File: config.mk
export PLATFORM = sky130hd
export DESIGN_NAME = doa_decoder_flat
export DESIGN_NICKNAME = d
export VERILOG_FILES = /design/src/hw/doa_pkg.sv /design/src/hw/doa_link_if.sv /design/src/hw/doa_field_capture.sv /design/src/hw/doa_decoder.sv /design/src/flat_wrapper.sv
export SDC_FILE = /design/constraint.sdc
export NUM_CORES = 2
export LEC_CHECK = 0
export BUFFER_PORTS_ARGS = -buffer_cell sky130_fd_sc_hd__buf_2
export CAP_MARGIN = 15
export CORE_UTILIZATION = 45
export DETAILED_ROUTE_END_ITERATION = 10
export GPL_TIMING_DRIVEN = 0
export PLACE_DENSITY = 0.65
export SYNTH_ARGS = -nofsm -noshare
export SYNTH_HDL_FRONTEND = slang
export SYNTH_SLANG_ARGS = --single-unit
File: constraint.sdc
create_clock -name clk -period 11.77 [get_ports clk]
set_input_delay 1.177 -clock clk [delete_from_list [all_inputs] [get_ports clk]]
set_output_delay 1.177 -clock clk [all_outputs]
set_load 0.02 [all_outputs]
File: src/hw/doa_pkg.sv
package doa_pkg;
  // Object identity and class attributes
  localparam logic [7:0]  DOA_CLASS_CODE = 8'h04;
  localparam logic [15:0] DOA_CLASS_REV  = 16'h0002;
  localparam logic [15:0] DOA_MAX_INST   = 16'h0096;
  // Consuming instance numbers
  localparam logic [15:0] DOA_INST_BASIC = 16'h0014;
  localparam logic [15:0] DOA_INST_EXT   = 16'h0015;
  localparam logic [15:0] DOA_INST_ST    = 16'h0016;
  localparam logic [15:0] DOA_INST_EXTST = 16'h0017;
  localparam logic [15:0] DOA_INST_CFG   = 16'h0064;
  localparam logic [15:0] DOA_UNSET      = 16'h270F;
  // Command byte bit positions
  localparam int DOA_BIT_FWD  = 0;
  localparam int DOA_BIT_REV  = 1;
  localparam int DOA_BIT_RST  = 2;
  localparam int DOA_BIT_NCTL = 5;
  localparam int DOA_BIT_NREF = 6;
  // Frame geometry
  localparam logic [5:0] DOA_LEN_SHORT   = 6'h04;
  localparam logic [5:0] DOA_LEN_LONG    = 6'h06;
  localparam logic [5:0] DOA_POS_ZERO    = 6'h00;
  localparam logic [5:0] DOA_POS_ONE     = 6'h01;
  localparam int         DOA_ENTRIES     = 10;
  localparam int         DOA_FIX_BYTES   = 6;
  localparam int         DOA_ENTRY_BYTES = 4;
  // Attribute selectors on the link
  localparam logic [1:0] DOA_ATTR_REV = 2'h1;
  localparam logic [1:0] DOA_ATTR_MAX = 2'h2;
  localparam logic [1:0] DOA_ATTR_LEN = 2'h3;
  // Controller register offsets and responses
  localparam logic [7:0] DOA_REG_INST   = 8'h00;
  localparam logic [7:0] DOA_REG_SRC    = 8'h04;
  localparam logic [7:0] DOA_REG_TX     = 8'h08;
  localparam logic [7:0] DOA_REG_CMD    = 8'h0C;
  localparam logic [7:0] DOA_REG_STATUS = 8'h10;
  localparam logic [1:0] DOA_RESP_OKAY  = 2'h0;
  localparam logic [1:0] DOA_RESP_ERR   = 2'h2;
  localparam int         DOA_TX_LAST    = 8;
  localparam int         DOA_CMD_CONN   = 0;
  localparam int         DOA_CMD_ATTR   = 1;

  typedef enum logic [1:0] {DOA_IDLE, DOA_RECV, DOA_DROP} doa_state_e;
endpackage

File: src/hw/doa_link_if.sv
`timescale 1ns/1ps
interface doa_link_if (
  input wire logic clk
);
  logic        wr_valid;
  logic        wr_ready;
  logic        wr_first;
  logic        wr_last;
  logic [7:0]  wr_data;
  logic [15:0] wr_instance;
  logic [31:0] wr_src_ip;
  logic        res_valid;
  logic        res_refused;
  logic        conn_req;
  logic        conn_ack;
  logic        conn_up;
  logic        attr_req;
  logic [1:0]  attr_sel;
  logic        attr_ack;
  logic [15:0] attr_data;

  modport device (
    input  wr_valid, wr_first, wr_last, wr_data, wr_instance, wr_src_ip, conn_req, attr_req, attr_sel,
    output wr_ready, res_valid, res_refused, conn_ack, conn_up, attr_ack, attr_data
  );
  modport host (
    output wr_valid, wr_first, wr_last, wr_data, wr_instance, wr_src_ip, conn_req, attr_req, attr_sel,
    input  wr_ready, res_valid, res_refused, conn_ack, conn_up, attr_ack, attr_data
  );
endinterface

File: src/hw/doa_field_capture.sv
`timescale 1ns/1ps
module doa_field_capture
  import doa_pkg::*;
#(
  parameter int NB = 4
) (
  input  wire logic            clk,
  input  wire logic            sys_rst,
  input  wire logic            clear,
  input  wire logic            take,
  input  wire logic [5:0]      pos,
  input  wire logic [7:0]      data,
  input  wire logic [5:0]      base,
  input  wire logic [5:0]      len,
  output logic      [8*NB-1:0] value
);
  logic [8*NB-1:0] held, next_value;

  // Field shadow, low byte first; shows the byte taken now
  assign value = next_value;
  always_comb begin
    next_value = clear ? '0 : held;
    for (int b = 0; b < NB; b++) begin
      if (take && pos == base + 6'(b) && 6'(b) < len) begin
        next_value[8*b +: 8] = data;
      end
    end
  end

  always_ff @(posedge clk) begin
    if (sys_rst) begin
      held <= '0;
    end else begin
      held <= next_value;
    end
  end
endmodule

File: src/hw/doa_decoder.sv
// How it works
// Class 04h holds static assemblies only
// Instances 20-23 fixed, 100 configurable
// Attr 1 revision 0002h, attr 2 max
// Attribute 3 is the frame byte array
// Writes only from permitted source address
// Instance 20: fwd, reset, speed reference
// Instance 21 adds reverse and network selects
// Instance 22: basic byte, speed, torque
// Instance 23: extended byte, speed, torque
// Configurable length from settings, 1-4 bytes
// Unset 9999 entry adds zero bytes
// All unset refuses the connection
// Duplicate targets: lowest entry wins
// Nonexistent target: data discarded, nothing written
// Fixed part first, entries follow, low first
// Fixed part length is 4 or 6
// Refused frames leave outputs unchanged
//
// The register offsets and the AXI4-Lite slave port are this design's own decisions.
`timescale 1ns/1ps
module doa_decoder
  import doa_pkg::*;
(
  input  wire logic        clk,
  input  wire logic        sys_rst,
  doa_link_if.device       link,
  input  wire logic [15:0] fixed_format_selection_setting,
  input  wire logic [15:0] user_entry_target_setting [DOA_ENTRIES],
  input  wire logic [1:0]  user_entry_size [DOA_ENTRIES],
  input  wire logic        user_entry_exists [DOA_ENTRIES],
  input  wire logic [31:0] command_source_ip_setting,
  input  wire logic [31:0] command_source_ip_mask,
  output logic             run_fwd,
  output logic             run_rev,
  output logic             fault_reset,
  output logic             control_from_network_select,
  output logic             reference_from_network_select,
  output logic      [15:0] speed_ref,
  output logic      [15:0] torque_ref,
  output logic      [31:0] user_entry_data [DOA_ENTRIES],
  output logic             user_entry_strobe [DOA_ENTRIES]
);
  doa_state_e  state;
  doa_state_e  next_state;
  logic [5:0]  pos;
  logic [5:0]  next_pos;
  logic [15:0] acc_inst;
  logic [15:0] next_acc_inst;
  logic        wr_ready;
  logic        res_valid;
  logic        next_res_valid;
  logic        res_refused;
  logic        next_res_refused;
  logic        conn_up;
  logic        next_conn_up;
  logic        conn_ack;
  logic        attr_ack;
  logic [15:0] attr_data;
  logic [15:0] next_attr_data;
  logic        next_run_fwd;
  logic        next_run_rev;
  logic        next_fault_reset;
  logic        next_nctl;
  logic        next_nref;
  logic [15:0] next_speed_ref;
  logic [15:0] next_torque_ref;
  logic [31:0] next_entry_data [DOA_ENTRIES];
  logic        next_entry_strobe [DOA_ENTRIES];
  logic [5:0]  fix_len;
  logic [5:0]  cfg_len;
  logic        all_unset;
  logic        dup;
  logic        ent_live [DOA_ENTRIES];
  logic [5:0]  ent_len [DOA_ENTRIES];
  logic [5:0]  ent_base [DOA_ENTRIES];
  logic [15:0] cur_inst;
  logic [15:0] lay_inst;
  logic [5:0]  exp_len;
  logic [5:0]  fix_part_len;
  logic [5:0]  byte_pos;
  logic        permitted;
  logic        start_ok;
  logic        take;
  logic        commit;
  logic        is_cfg;
  logic [47:0] fix_value;
  logic [31:0] ent_value [DOA_ENTRIES];

  // Length of a fixed layout; anything else, unset included, has none
  function automatic logic [5:0] fixed_len(input logic [15:0] inst);
    unique case (inst)
      DOA_INST_BASIC, DOA_INST_EXT: fixed_len = DOA_LEN_SHORT;
      DOA_INST_ST, DOA_INST_EXTST:  fixed_len = DOA_LEN_LONG;
      default:                      fixed_len = DOA_POS_ZERO;
    endcase
  endfunction

  // Configurable frame layout from the settings
  always_comb begin
    fix_len   = fixed_len(fixed_format_selection_setting);
    cfg_len   = fix_len;
    all_unset = (fixed_format_selection_setting == DOA_UNSET);
    dup       = 1'b0;
    for (int k = 0; k < DOA_ENTRIES; k++) begin
      dup = 1'b0;
      for (int j = 0; j < k; j++) begin
        if (user_entry_target_setting[j] == user_entry_target_setting[k]) begin
          dup = 1'b1;
        end
      end
      ent_live[k] = (user_entry_target_setting[k] != DOA_UNSET) && !dup;
      ent_len[k]  = ent_live[k] ? {4'h0, user_entry_size[k]} + DOA_POS_ONE : DOA_POS_ZERO;
      ent_base[k] = cfg_len;
      cfg_len     = cfg_len + ent_len[k];
      if (user_entry_target_setting[k] != DOA_UNSET) begin
        all_unset = 1'b0;
      end
    end
  end

  // Frame admission and byte placement
  always_comb begin
    cur_inst     = link.wr_first ? link.wr_instance : acc_inst;
    is_cfg       = (cur_inst == DOA_INST_CFG);
    lay_inst     = is_cfg ? fixed_format_selection_setting : cur_inst;
    exp_len      = is_cfg ? cfg_len : fixed_len(cur_inst);
    fix_part_len = is_cfg ? fix_len : exp_len;
    byte_pos     = link.wr_first ? DOA_POS_ZERO : pos;
    permitted    = ((link.wr_src_ip ^ command_source_ip_setting) & command_source_ip_mask) == '0;
    start_ok     = conn_up && permitted && exp_len != DOA_POS_ZERO;
    take         = link.wr_valid && wr_ready && (link.wr_first ? start_ok : state == DOA_RECV);
    commit       = take && link.wr_last && (byte_pos + DOA_POS_ONE == exp_len);
  end

  doa_field_capture #(
    .NB (DOA_FIX_BYTES)
  ) u_fix (
    .clk     (clk),
    .sys_rst (sys_rst),
    .clear   (link.wr_valid && link.wr_first),
    .take    (take),
    .pos     (byte_pos),
    .data    (link.wr_data),
    .base    (DOA_POS_ZERO),
    .len     (fix_part_len),
    .value   (fix_value)
  );

  for (genvar g = 0; g < DOA_ENTRIES; g++) begin : g_ent
    doa_field_capture #(
      .NB (DOA_ENTRY_BYTES)
    ) u_ent (
      .clk     (clk),
      .sys_rst (sys_rst),
      .clear   (link.wr_valid && link.wr_first),
      .take    (take && is_cfg),
      .pos     (byte_pos),
      .data    (link.wr_data),
      .base    (ent_base[g]),
      .len     (ent_len[g]),
      .value   (ent_value[g])
    );
  end

  // Receive sequencing and result reporting
  always_comb begin
    next_state       = state;
    next_pos         = pos;
    next_acc_inst    = acc_inst;
    next_res_valid   = 1'b0;
    next_res_refused = res_refused;
    if (link.wr_valid && wr_ready) begin
      if (link.wr_first) begin
        next_acc_inst = link.wr_instance;
        next_state    = start_ok ? DOA_RECV : DOA_DROP;
        next_pos      = DOA_POS_ONE;
      end else if (state != DOA_IDLE) begin
        next_pos = pos + DOA_POS_ONE;
      end
      if (link.wr_last && (link.wr_first || state != DOA_IDLE)) begin
        next_state       = DOA_IDLE;
        next_res_valid   = 1'b1;
        next_res_refused = !commit;
      end
    end
  end

  // Command decode, applied only on a complete accepted frame
  always_comb begin
    next_run_fwd     = run_fwd;
    next_run_rev     = run_rev;
    next_fault_reset = fault_reset;
    next_nctl        = control_from_network_select;
    next_nref        = reference_from_network_select;
    next_speed_ref   = speed_ref;
    next_torque_ref  = torque_ref;
    for (int k = 0; k < DOA_ENTRIES; k++) begin
      next_entry_data[k]   = user_entry_data[k];
      next_entry_strobe[k] = 1'b0;
    end
    if (commit && fix_part_len != DOA_POS_ZERO) begin
      next_run_fwd     = fix_value[DOA_BIT_FWD];
      next_fault_reset = fix_value[DOA_BIT_RST];
      next_speed_ref   = fix_value[31:16];
      if (lay_inst == DOA_INST_EXT || lay_inst == DOA_INST_EXTST) begin
        next_run_rev = fix_value[DOA_BIT_REV];
        next_nctl    = fix_value[DOA_BIT_NCTL];
        next_nref    = fix_value[DOA_BIT_NREF];
      end
      if (fix_part_len == DOA_LEN_LONG) begin
        next_torque_ref = fix_value[47:32];
      end
    end
    for (int k = 0; k < DOA_ENTRIES; k++) begin
      if (commit && is_cfg && ent_live[k] && user_entry_exists[k]) begin
        next_entry_data[k]   = ent_value[k];
        next_entry_strobe[k] = 1'b1;
      end
    end
  end

  // Connection and attribute answers
  always_comb begin
    next_conn_up   = conn_up;
    next_attr_data = attr_data;
    if (link.conn_req) begin
      next_conn_up = !all_unset;
    end
    if (link.attr_req) begin
      unique case (link.attr_sel)
        DOA_ATTR_REV: next_attr_data = DOA_CLASS_REV;
        DOA_ATTR_MAX: next_attr_data = DOA_MAX_INST;
        DOA_ATTR_LEN: next_attr_data = {10'h000, cfg_len};
        default:      next_attr_data = 16'h0000;
      endcase
    end
  end

  always_ff @(posedge clk) begin
    if (sys_rst) begin
      state                         <= DOA_IDLE;
      pos                           <= DOA_POS_ZERO;
      acc_inst                      <= 16'h0000;
      wr_ready                      <= 1'b0;
      res_valid                     <= 1'b0;
      res_refused                   <= 1'b0;
      conn_up                       <= 1'b0;
      conn_ack                      <= 1'b0;
      attr_ack                      <= 1'b0;
      attr_data                     <= 16'h0000;
      run_fwd                       <= 1'b0;
      run_rev                       <= 1'b0;
      fault_reset                   <= 1'b0;
      control_from_network_select   <= 1'b0;
      reference_from_network_select <= 1'b0;
      speed_ref                     <= 16'h0000;
      torque_ref                    <= 16'h0000;
      for (int k = 0; k < DOA_ENTRIES; k++) begin
        user_entry_data[k]   <= 32'h0000_0000;
        user_entry_strobe[k] <= 1'b0;
      end
    end else begin
      state                         <= next_state;
      pos                           <= next_pos;
      acc_inst                      <= next_acc_inst;
      wr_ready                      <= 1'b1;
      res_valid                     <= next_res_valid;
      res_refused                   <= next_res_refused;
      conn_up                       <= next_conn_up;
      conn_ack                      <= link.conn_req;
      attr_ack                      <= link.attr_req;
      attr_data                     <= next_attr_data;
      run_fwd                       <= next_run_fwd;
      run_rev                       <= next_run_rev;
      fault_reset                   <= next_fault_reset;
      control_from_network_select   <= next_nctl;
      reference_from_network_select <= next_nref;
      speed_ref                     <= next_speed_ref;
      torque_ref                    <= next_torque_ref;
      for (int k = 0; k < DOA_ENTRIES; k++) begin
        user_entry_data[k]   <= next_entry_data[k];
        user_entry_strobe[k] <= next_entry_strobe[k];
      end
    end
  end

  assign link.wr_ready    = wr_ready;
  assign link.res_valid   = res_valid;
  assign link.res_refused = res_refused;
  assign link.conn_ack    = conn_ack;
  assign link.conn_up     = conn_up;
  assign link.attr_ack    = attr_ack;
  assign link.attr_data   = attr_data;
endmodule

File: src/flat_wrapper.sv
// flat-port wrapper written by rule: the top's interface ports become plain ports
module doa_decoder_flat import doa_pkg::*;
  (clk, sys_rst, fixed_format_selection_setting, user_entry_target_setting, user_entry_size, user_entry_exists, command_source_ip_setting, command_source_ip_mask, run_fwd, run_rev, fault_reset, control_from_network_select, reference_from_network_select, speed_ref, torque_ref, user_entry_data, user_entry_strobe, link_wr_valid, link_wr_first, link_wr_last, link_wr_data, link_wr_instance, link_wr_src_ip, link_conn_req, link_attr_req, link_attr_sel, link_wr_ready, link_res_valid, link_res_refused, link_conn_ack, link_conn_up, link_attr_ack, link_attr_data);
  doa_link_if link_i (.clk(clk));
  input  wire logic clk;
  input  wire logic sys_rst;
  input  wire logic [15:0] fixed_format_selection_setting;
  input  wire logic [15:0] user_entry_target_setting[DOA_ENTRIES];
  input  wire logic [1:0] user_entry_size[DOA_ENTRIES];
  input  wire logic user_entry_exists[DOA_ENTRIES];
  input  wire logic [31:0] command_source_ip_setting;
  input  wire logic [31:0] command_source_ip_mask;
  output logic run_fwd;
  output logic run_rev;
  output logic fault_reset;
  output logic control_from_network_select;
  output logic reference_from_network_select;
  output logic      [15:0] speed_ref;
  output logic      [15:0] torque_ref;
  output logic      [31:0] user_entry_data[DOA_ENTRIES];
  output logic user_entry_strobe[DOA_ENTRIES];
  input wire logic [$bits(link_i.wr_valid)-1:0] link_wr_valid;
  input wire logic [$bits(link_i.wr_first)-1:0] link_wr_first;
  input wire logic [$bits(link_i.wr_last)-1:0] link_wr_last;
  input wire logic [$bits(link_i.wr_data)-1:0] link_wr_data;
  input wire logic [$bits(link_i.wr_instance)-1:0] link_wr_instance;
  input wire logic [$bits(link_i.wr_src_ip)-1:0] link_wr_src_ip;
  input wire logic [$bits(link_i.conn_req)-1:0] link_conn_req;
  input wire logic [$bits(link_i.attr_req)-1:0] link_attr_req;
  input wire logic [$bits(link_i.attr_sel)-1:0] link_attr_sel;
  output wire logic [$bits(link_i.wr_ready)-1:0] link_wr_ready;
  output wire logic [$bits(link_i.res_valid)-1:0] link_res_valid;
  output wire logic [$bits(link_i.res_refused)-1:0] link_res_refused;
  output wire logic [$bits(link_i.conn_ack)-1:0] link_conn_ack;
  output wire logic [$bits(link_i.conn_up)-1:0] link_conn_up;
  output wire logic [$bits(link_i.attr_ack)-1:0] link_attr_ack;
  output wire logic [$bits(link_i.attr_data)-1:0] link_attr_data;
  assign link_i.wr_valid = link_wr_valid;
  assign link_i.wr_first = link_wr_first;
  assign link_i.wr_last = link_wr_last;
  assign link_i.wr_data = link_wr_data;
  assign link_i.wr_instance = link_wr_instance;
  assign link_i.wr_src_ip = link_wr_src_ip;
  assign link_i.conn_req = link_conn_req;
  assign link_i.attr_req = link_attr_req;
  assign link_i.attr_sel = link_attr_sel;
  assign link_wr_ready = link_i.wr_ready;
  assign link_res_valid = link_i.res_valid;
  assign link_res_refused = link_i.res_refused;
  assign link_conn_ack = link_i.conn_ack;
  assign link_conn_up = link_i.conn_up;
  assign link_attr_ack = link_i.attr_ack;
  assign link_attr_data = link_i.attr_data;
  doa_decoder u_core (.clk(clk), .sys_rst(sys_rst), .link(link_i), .fixed_format_selection_setting(fixed_format_selection_setting), .user_entry_target_setting(user_entry_target_setting), .user_entry_size(user_entry_size), .user_entry_exists(user_entry_exists), .command_source_ip_setting(command_source_ip_setting), .command_source_ip_mask(command_source_ip_mask), .run_fwd(run_fwd), .run_rev(run_rev), .fault_reset(fault_reset), .control_from_network_select(control_from_network_select), .reference_from_network_select(reference_from_network_select), .speed_ref(speed_ref), .torque_ref(torque_ref), .user_entry_data(user_entry_data), .user_entry_strobe(user_entry_strobe));
endmodule
Yosys cells after proc, flatten, opt, wreduce, memory -nomap -nowiden
Index checks and enable logic that the tools add are counted.
{"block": "op_classes", "reduce_logical": 160, "n_mux": 147, "n_eq_ne": 117, "n_lt_le_gt_ge": 45, "n_addsub": 52, "bitwise": 3}
{"operator": "16-bit equality test", "n": 45}
{"operator": "8-bit two-way mux", "n": 44}
{"operator": "32-bit two-way mux", "n": 10}
{"operator": "6-bit equality test", "n": 41}
{"operator": "16-bit by 5-bit equality test with 1-bit output, second input constant", "n": 10}
{"operator": "16-bit by 14-bit inequality test with 1-bit output, second input constant", "n": 10}
{"operator": "2-bit by 6-bit less-than comparator with 1-bit output, first input constant", "n": 22}
{"operator": "1-bit logical AND", "n": 130}
{"operator": "1-bit by 6-bit less-than comparator with 1-bit output, first input constant", "n": 21}
{"operator": "6-bit by 2-bit adder with 6-bit output, second input constant", "n": 20}
{"operator": "6-bit two-way mux", "n": 15}
{"operator": "6-bit by 1-bit adder with 6-bit output, second input constant", "n": 12}
{"operator": "1-bit two-way mux", "n": 68}
{"operator": "6-bit adder", "n": 9}
{"operator": "48-bit two-way mux", "n": 1}
{"operator": "32-bit AND", "n": 1}
{"operator": "32-bit logical NOT", "n": 1}
{"operator": "16-bit two-way mux", "n": 2}
{"operator": "32-bit bitwise XOR", "n": 1}
{"operator": "2-bit by 1-bit adder with 3-bit output, second input constant", "n": 10}
{"operator": "8-bit case mux with 3 select lines", "n": 1}
{"operator": "6-bit by 3-bit equality test with 1-bit output, second input constant", "n": 3}
{"operator": "16-bit by 14-bit equality test with 1-bit output, second input constant", "n": 1}
{"operator": "16-bit by 7-bit equality test with 1-bit output, second input constant", "n": 1}
{"operator": "16 further kinds", "n": 45}
{"block": "totals", "output_inout_bits": 389, "input_bits": 335, "regBits": 770}

Longest topological paths before layout
{"block": "depth", "depth_word": 25, "ltp_mapped": 41, "depth_no_buf": 35}

Modules after synthesis
From an unflattened synthesis, not the netlist that was laid out.
{"block": "hier_totals", "hier_cells": 6195, "hier_area_um2": 54703.7}
{"module": "doa_decoder", "cells_per_inst": 3508, "instances": 1, "area_each_um2": 28773.8}
{"module": "doa_field_capture at u_core.g_ent[0].u_ent ...", "cells_per_inst": 236, "instances": 6, "area_each_um2": 2280.9}
{"module": "doa_field_capture at u_core.g_ent[6].u_ent ...", "cells_per_inst": 234, "instances": 4, "area_each_um2": 2234.6}
{"module": "doa_field_capture at u_core.u_fix", "cells_per_inst": 335, "instances": 1, "area_each_um2": 3305.7}

Least setup slack after synthesis
Ideal clock, no wire load.
{"block": "synth_timing", "kind": "input to register", "start": "input port fixed_format_selection_setting[3]", "end": "register u_core.user_entry_data[103] (netlist name)", "t_arrival_ns": 12.165, "slack_ns": -0.481, "setup_ns": 0.086, "cell_stages": 37, "path_cell_list": "or4b_2 or4_1 clkbuf_1 nor2_1 ha_1 fa_1 ha_1 xnor2_1 ha_1 buf_2 xor2_1 ha_1 xor2_1 ha_1 clkbuf_1 xor2_1 ha_1 xor2_1 ha_1 xor2_1 ha_1 xor2_1 ha_1 xor2_1 inv_1 ha_1 a21oi_1 nand2b_1 nor2_1 mux2_2 mux2_2 nand2_1 a21oi_1 buf_2 nor4_4 mux2_2 a211oi_1"}
{"block": "synth_via", "elab_chain_len": 23, "elab_cells_between_ends": 33, "classes_between": "add/sub: 10; eq/ne: 6; mux: 4; reduce/logical: 13"}
{"element": "start: declaration", "line": "flat_wrapper.sv:7", "source": "input wire logic [15:0] fixed_format_selection_setting;"}
{"element": "16-bit by 5-bit equality test with 1-bit output", "line": "doa_decoder.sv:92", "source": "unique case (inst)"}
{"element": "2-bit OR reduction", "line": "doa_decoder.sv:92"}
{"element": "3-bit case mux with 2 select lines (*)", "line": "doa_decoder.sv:92"}
{"element": "3-bit by 6-bit adder with 6-bit output (*)", "line": "doa_decoder.sv:115", "source": "cfg_len = cfg_len + ent_len[k];"}
{"element": "6-bit adder (*) (5 in series)", "line": "doa_decoder.sv:115"}
{"element": "6-bit adder (4 in series)", "line": "doa_decoder.sv:115"}
{"element": "6-bit two-way mux", "line": "doa_decoder.sv:127", "source": "exp_len = is_cfg ? cfg_len : fixed_len(cur_inst);"}
{"element": "6-bit nonzero test", "line": "doa_decoder.sv:131", "source": "start_ok = conn_up && permitted && exp_len != DOA_POS_ZERO;"}
{"element": "1-bit logical AND", "line": "doa_decoder.sv:131"}
{"element": "1-bit two-way mux", "line": "doa_decoder.sv:132", "source": "take = link.wr_valid && wr_ready && (link.wr_first ? start_ok : state == DOA_RECV);"}
{"element": "1-bit logical AND", "line": "doa_decoder.sv:132"}
{"element": "1-bit logical AND (2 in series)", "line": "doa_decoder.sv:133", "source": "commit = take && link.wr_last && (byte_pos + DOA_POS_ONE == exp_len);"}
{"element": "1-bit logical AND (3 in series)", "line": "doa_decoder.sv:216", "source": "if (commit && is_cfg && ent_live[k] && user_entry_exists[k]) begin"}
{"element": "end signal: indexed assignment", "line": "doa_decoder.sv:282", "source": "user_entry_data[k] <= next_entry_data[k];"}
{"element": "end: declaration", "line": "doa_decoder.sv:41", "source": "output logic [31:0] user_entry_data [DOA_ENTRIES],"}
Every way passes the cells marked *; elsewhere a longest branch is shown, timed or not.
A chain may end at the register's enable or synchronous reset.

Worst setup path after layout
{"block": "layout_timing", "start": "input port fixed_format_selection_setting[3]", "end": "register u_core.user_entry_data[73] (netlist name)"}
{"block": "layout_via", "elab_chain_len": 23, "elab_cells_between_ends": 34, "classes_between": "add/sub: 11; eq/ne: 6; mux: 4; reduce/logical: 13"}
{"element": "16-bit by 5-bit equality test with 1-bit output", "line": "doa_decoder.sv:92"}
{"element": "2-bit OR reduction", "line": "doa_decoder.sv:92"}
{"element": "3-bit case mux with 2 select lines (*)", "line": "doa_decoder.sv:92"}
{"element": "3-bit by 6-bit adder with 6-bit output (*)", "line": "doa_decoder.sv:115"}
{"element": "6-bit adder (*) (6 in series)", "line": "doa_decoder.sv:115"}
{"element": "6-bit adder (3 in series)", "line": "doa_decoder.sv:115"}
{"element": "6-bit two-way mux", "line": "doa_decoder.sv:127"}
{"element": "6-bit nonzero test", "line": "doa_decoder.sv:131"}
{"element": "1-bit logical AND", "line": "doa_decoder.sv:131"}
{"element": "1-bit two-way mux", "line": "doa_decoder.sv:132"}
{"element": "1-bit logical AND", "line": "doa_decoder.sv:132"}
{"element": "1-bit logical AND (2 in series)", "line": "doa_decoder.sv:133"}
{"element": "1-bit logical AND (3 in series)", "line": "doa_decoder.sv:216"}
Marks and branches as above.

==> results.json <==
{
  "cp-startpoint": "fixed_format_selection_setting[3]",
  "tns_ps": 0,
  "cts_buffers": 78,
  "async_reset_ff_share_pct": 0,
  "drive_gt1_share_pct": 18.3,
  "drtPass1Iterations": 6,
  "seq_area_frac_synth_pct": 34.2,
  "cpMaxStageDelayCell": "or4b_2",
  "insertion_delay_ps": 640,
  "portBuffers": 553,
  "ir_drop_mv": 0.496,
  "timing.rr.end": "u_core.user_entry_data[171]",
  "synth_xor_area_share_pct": 17.6,
  "postLayoutCoreUtil_pct": 54.0,
  "seqCellArea_um2": 15200,
  "gp_congestion": 1.08,
  "dp_hpwl_um": 135000,
  "syn_inst": 5324,
  "syn_to_final_growth_pct": 18.0,
  "yosys_register_bits": 761,
  "cpMostUsedCell": "xor2_4",
  "synth.area.top_cells": "dfxtp_1 34%, xor2_1 11%, nor2_1 6.5%",
  "synth_compound_area_share_pct": 11.9,
  "yosys_warnings": 0,
  "avgViaCountPerCell": 6.04,
  "synthAdderAreaFrac_pct": 2.73,
  "totalWireLength_um": 188000,
  "rows": 114,
  "io_pins": 724,
  "start_kind": "primary input",
  "drv_cap": 0,
  "final_cell_mix": "775 x nor2_1, 761 x dfxtp_1, 596 x buf_2, 537 x xor2_1, 424 x nand2_1",
  "min_period_ps": 11490,
  "drc": 0,
  "min_from": "u_core.acc_inst[2]",
  "cp_max_fo": 10,
  "drt_iter0_markers": 5344,
  "grt_pass1_wl_um": 268000,
  "fin_cells": 7363,
  "cts_root_buffer": "clkbuf_16",
  "tightest_slew_ps": 1340,
  "ant_nets": 0,
  "clock_path_buffers": 3,
  "antenna_found_initial": 20,
  "hp-class": "flip-flop to flip-flop",
  "multiInputGateArea_um2": 27600,
  "synth_top_family_by_area": "simple AND/OR/NAND/NOR gates",
  "end_kind": "flip-flop",
  "postSynthAreaPerCell_um2": 8.36,
  "core_um2": 97300,
  "skew_ps": 29.9,
  "holdBufCountCts": 0,
  "final_common_cell": "nor2_1",
  "synth.area.mux_share_pct": 7.01,
  "min_path_cells": 2,
  "reg2reg_slack_ps": 5400,
  "cts_tree": "yes",
  "synthesis.area_um2": 44500,
  "path_class": "primary input to flip-flop",
  "setup_violations": 0,
  "dieWidth_um": 317,
  "grt_overflow": 0,
  "worstHoldEndpoint": "u_core.acc_inst[2]",
  "p_leak_nw": 20.2,
  "synth_top_area_cell": "dfxtp_1",
  "grtUsageTotal_pct": 35.8,
  "powerDensity_nw_per_um2": 220,
  "hold_viol": 0,
  "grt_pass1_vias": 40800,
  "fill_cells": 9271,
  "cp_slowest_stage_delay_ps": 650,
  "finalPower_mw": 11.5,
  "timing.slew.headroom_pct": 10.6,
  "arrival_ps": 12030,
  "cts.clk_slew.worst_paths_ps": 60,
  "via_count": 44500,
  "grt_start_max_net_pins": 15,
  "synth-main-ff-cell": "dfxtp_1",
  "synth_cell_types": 96,
  "dieArea_um2": 100000,
  "synth_edf_count": 0,
  "reg2reg_from": "u_core.pos[1]",
  "yosys.area_share.simple_pct": 21.7,
  "critical_path_required_ps": 12310,
  "min_period_over_period_pct": 97.6,
  "htreeDepth": 3,
  "cts.sinks": 761,
  "synth_top_area_share_pct": 34.2,
  "dp_cells": 7163,
  "drv_slew": 0,
  "die_h_um": 317,
  "status": "finished clean",
  "reg2regPathDepth": 17,
  "wl_per_cell_um": 25.5,
  "max_freq_ghz": 0.0870,
  "fin_nets": 6433,
  "initial_core_util_pct": 45.8
}
## what timing repair did
item                                    in CTS  in global routing
buffers inserted                            24                 13
endpoints found under the setup margin     688                676
gates cloned                                 0                  0
pin swaps                                   20                  7
gates resized for setup                     74                 55
## cells in the mapped netlist (all sizes together), types with 5 or more instances
library cell  instances
a2111oi               7
a211oi              309
a21boi               10
a21o                 12
a21oi               185
a22o                  5
a22oi                18
a311oi                9
a31oi                62
a32oi                 6
and2                105
and3                 22
and4                  5
and4b                10
buf                 105
clkbuf              355
dfxtp               761
fa                   10
ha                   81
inv                  70
mux2                195
mux2i                92
nand2               425
nand2b               14
nand3               131
nand3b               11
nand4               133
nand4b                6
nor2                778
nor2b                22
nor3                 73
nor4                173
nor4b                19
nor4bb               12
o2111ai               5
o211ai                5
o21ai                96
o22ai                18
o31ai                12
or2                   5
or3                   8
or4                  24
xnor2               327
xor2                546
## worst max-delay path by stage
stage	cells past startpoint	slack (ps)	to
detailed placement	39	-2770	u_core.user_entry_data[10]
finish	39	280	u_core.user_entry_data[73]
floorplan	37	110	u_core.user_entry_data[103]
global route	39	-60	u_core.user_entry_data[71]
global placement	40	-2770	u_core.user_entry_data[282]
CTS	39	50	u_core.user_entry_data[282]
## cell families (layout without fill, tap and decap cells)
family | Yosys count | in the layout
other | 1 | 29
xor gates and xnor gates | 876 | 876
adders and majority gates | 91 | 91
buffers and inverters | 531 | 1266
muxes | 287 | 287
and+or+nand+nor | 1985 | 1985
AOI/OAI and AO/OA | 792 | 792
DFF | 761 | 761
## layout make-up
| cell class | count | area share, % |
|---|---|---|
| diodes | 20 | 0.0953 |
| plain buffers | 456 | 3.64 |
| clock buffers | 115 | 4.42 |
| clock inverters | 25 | 0.453 |
| inverters | 71 | 0.507 |
| multi-input cells | 4040 | 52.5 |
| flip-flops and latches | 761 | 29.0 |
| well taps | 1276 | 3.04 |
| repair buffers | 599 | 6.30 |
## metal layers
layer  track usage (%)  wire length [µm]  vias up
met5                 0                99        -
met4              17.0              9960       16
met3              10.3             21800      619
met2              53.4             79700     2691
met1              47.4             76400    21300
li1                  -                 -    19800
## flip-flops by register name, indices dropped and copies added (netlist names), 2 cells and up
register / cells
u_core.user_entry_data: 320
u_core.speed_ref: 16
u_core.link.attr_data: 7
u_core.g_ent.u_ent.held: 320
u_core.state: 2
u_core.torque_ref: 16
u_core.acc_inst: 16
u_core.pos: 6
u_core.user_entry_strobe: 10
u_core.u_fix.held: 37
## critical path: cells and delay by family
| kind | cells | cell delay (ps) |
|---|---|---|
| buf+inv | 7 | 1380 |
| mux | 2 | 590 |
| xor+xnor | 8 | 1850 |
| fa+ha+maj | 11 | 3940 |
| simple gates | 7 | 2240 |
| compound gates | 4 | 780 |
## power breakdown
group | switching (mW) | internal (mW) | total, mW
clock | 1.07 | 1.42 | 2.49
sequential | 0.00694 | 2.58 | 2.59
combinational | 4.05 | 2.42 | 6.47
total | 5.13 | 6.42 | 11.5
## per-stage QoR
stage	hold slack, ps	cell area [µm²]	setup WS (ps)
CTS	453	52100	46.2
global route	473	52500	-56.2
detailed placement	442	49000	-2770
floorplan	432	44600	113
global placement	440	48900	-2770
finish	455	52500	279
(Power assumes the default switching activity.)
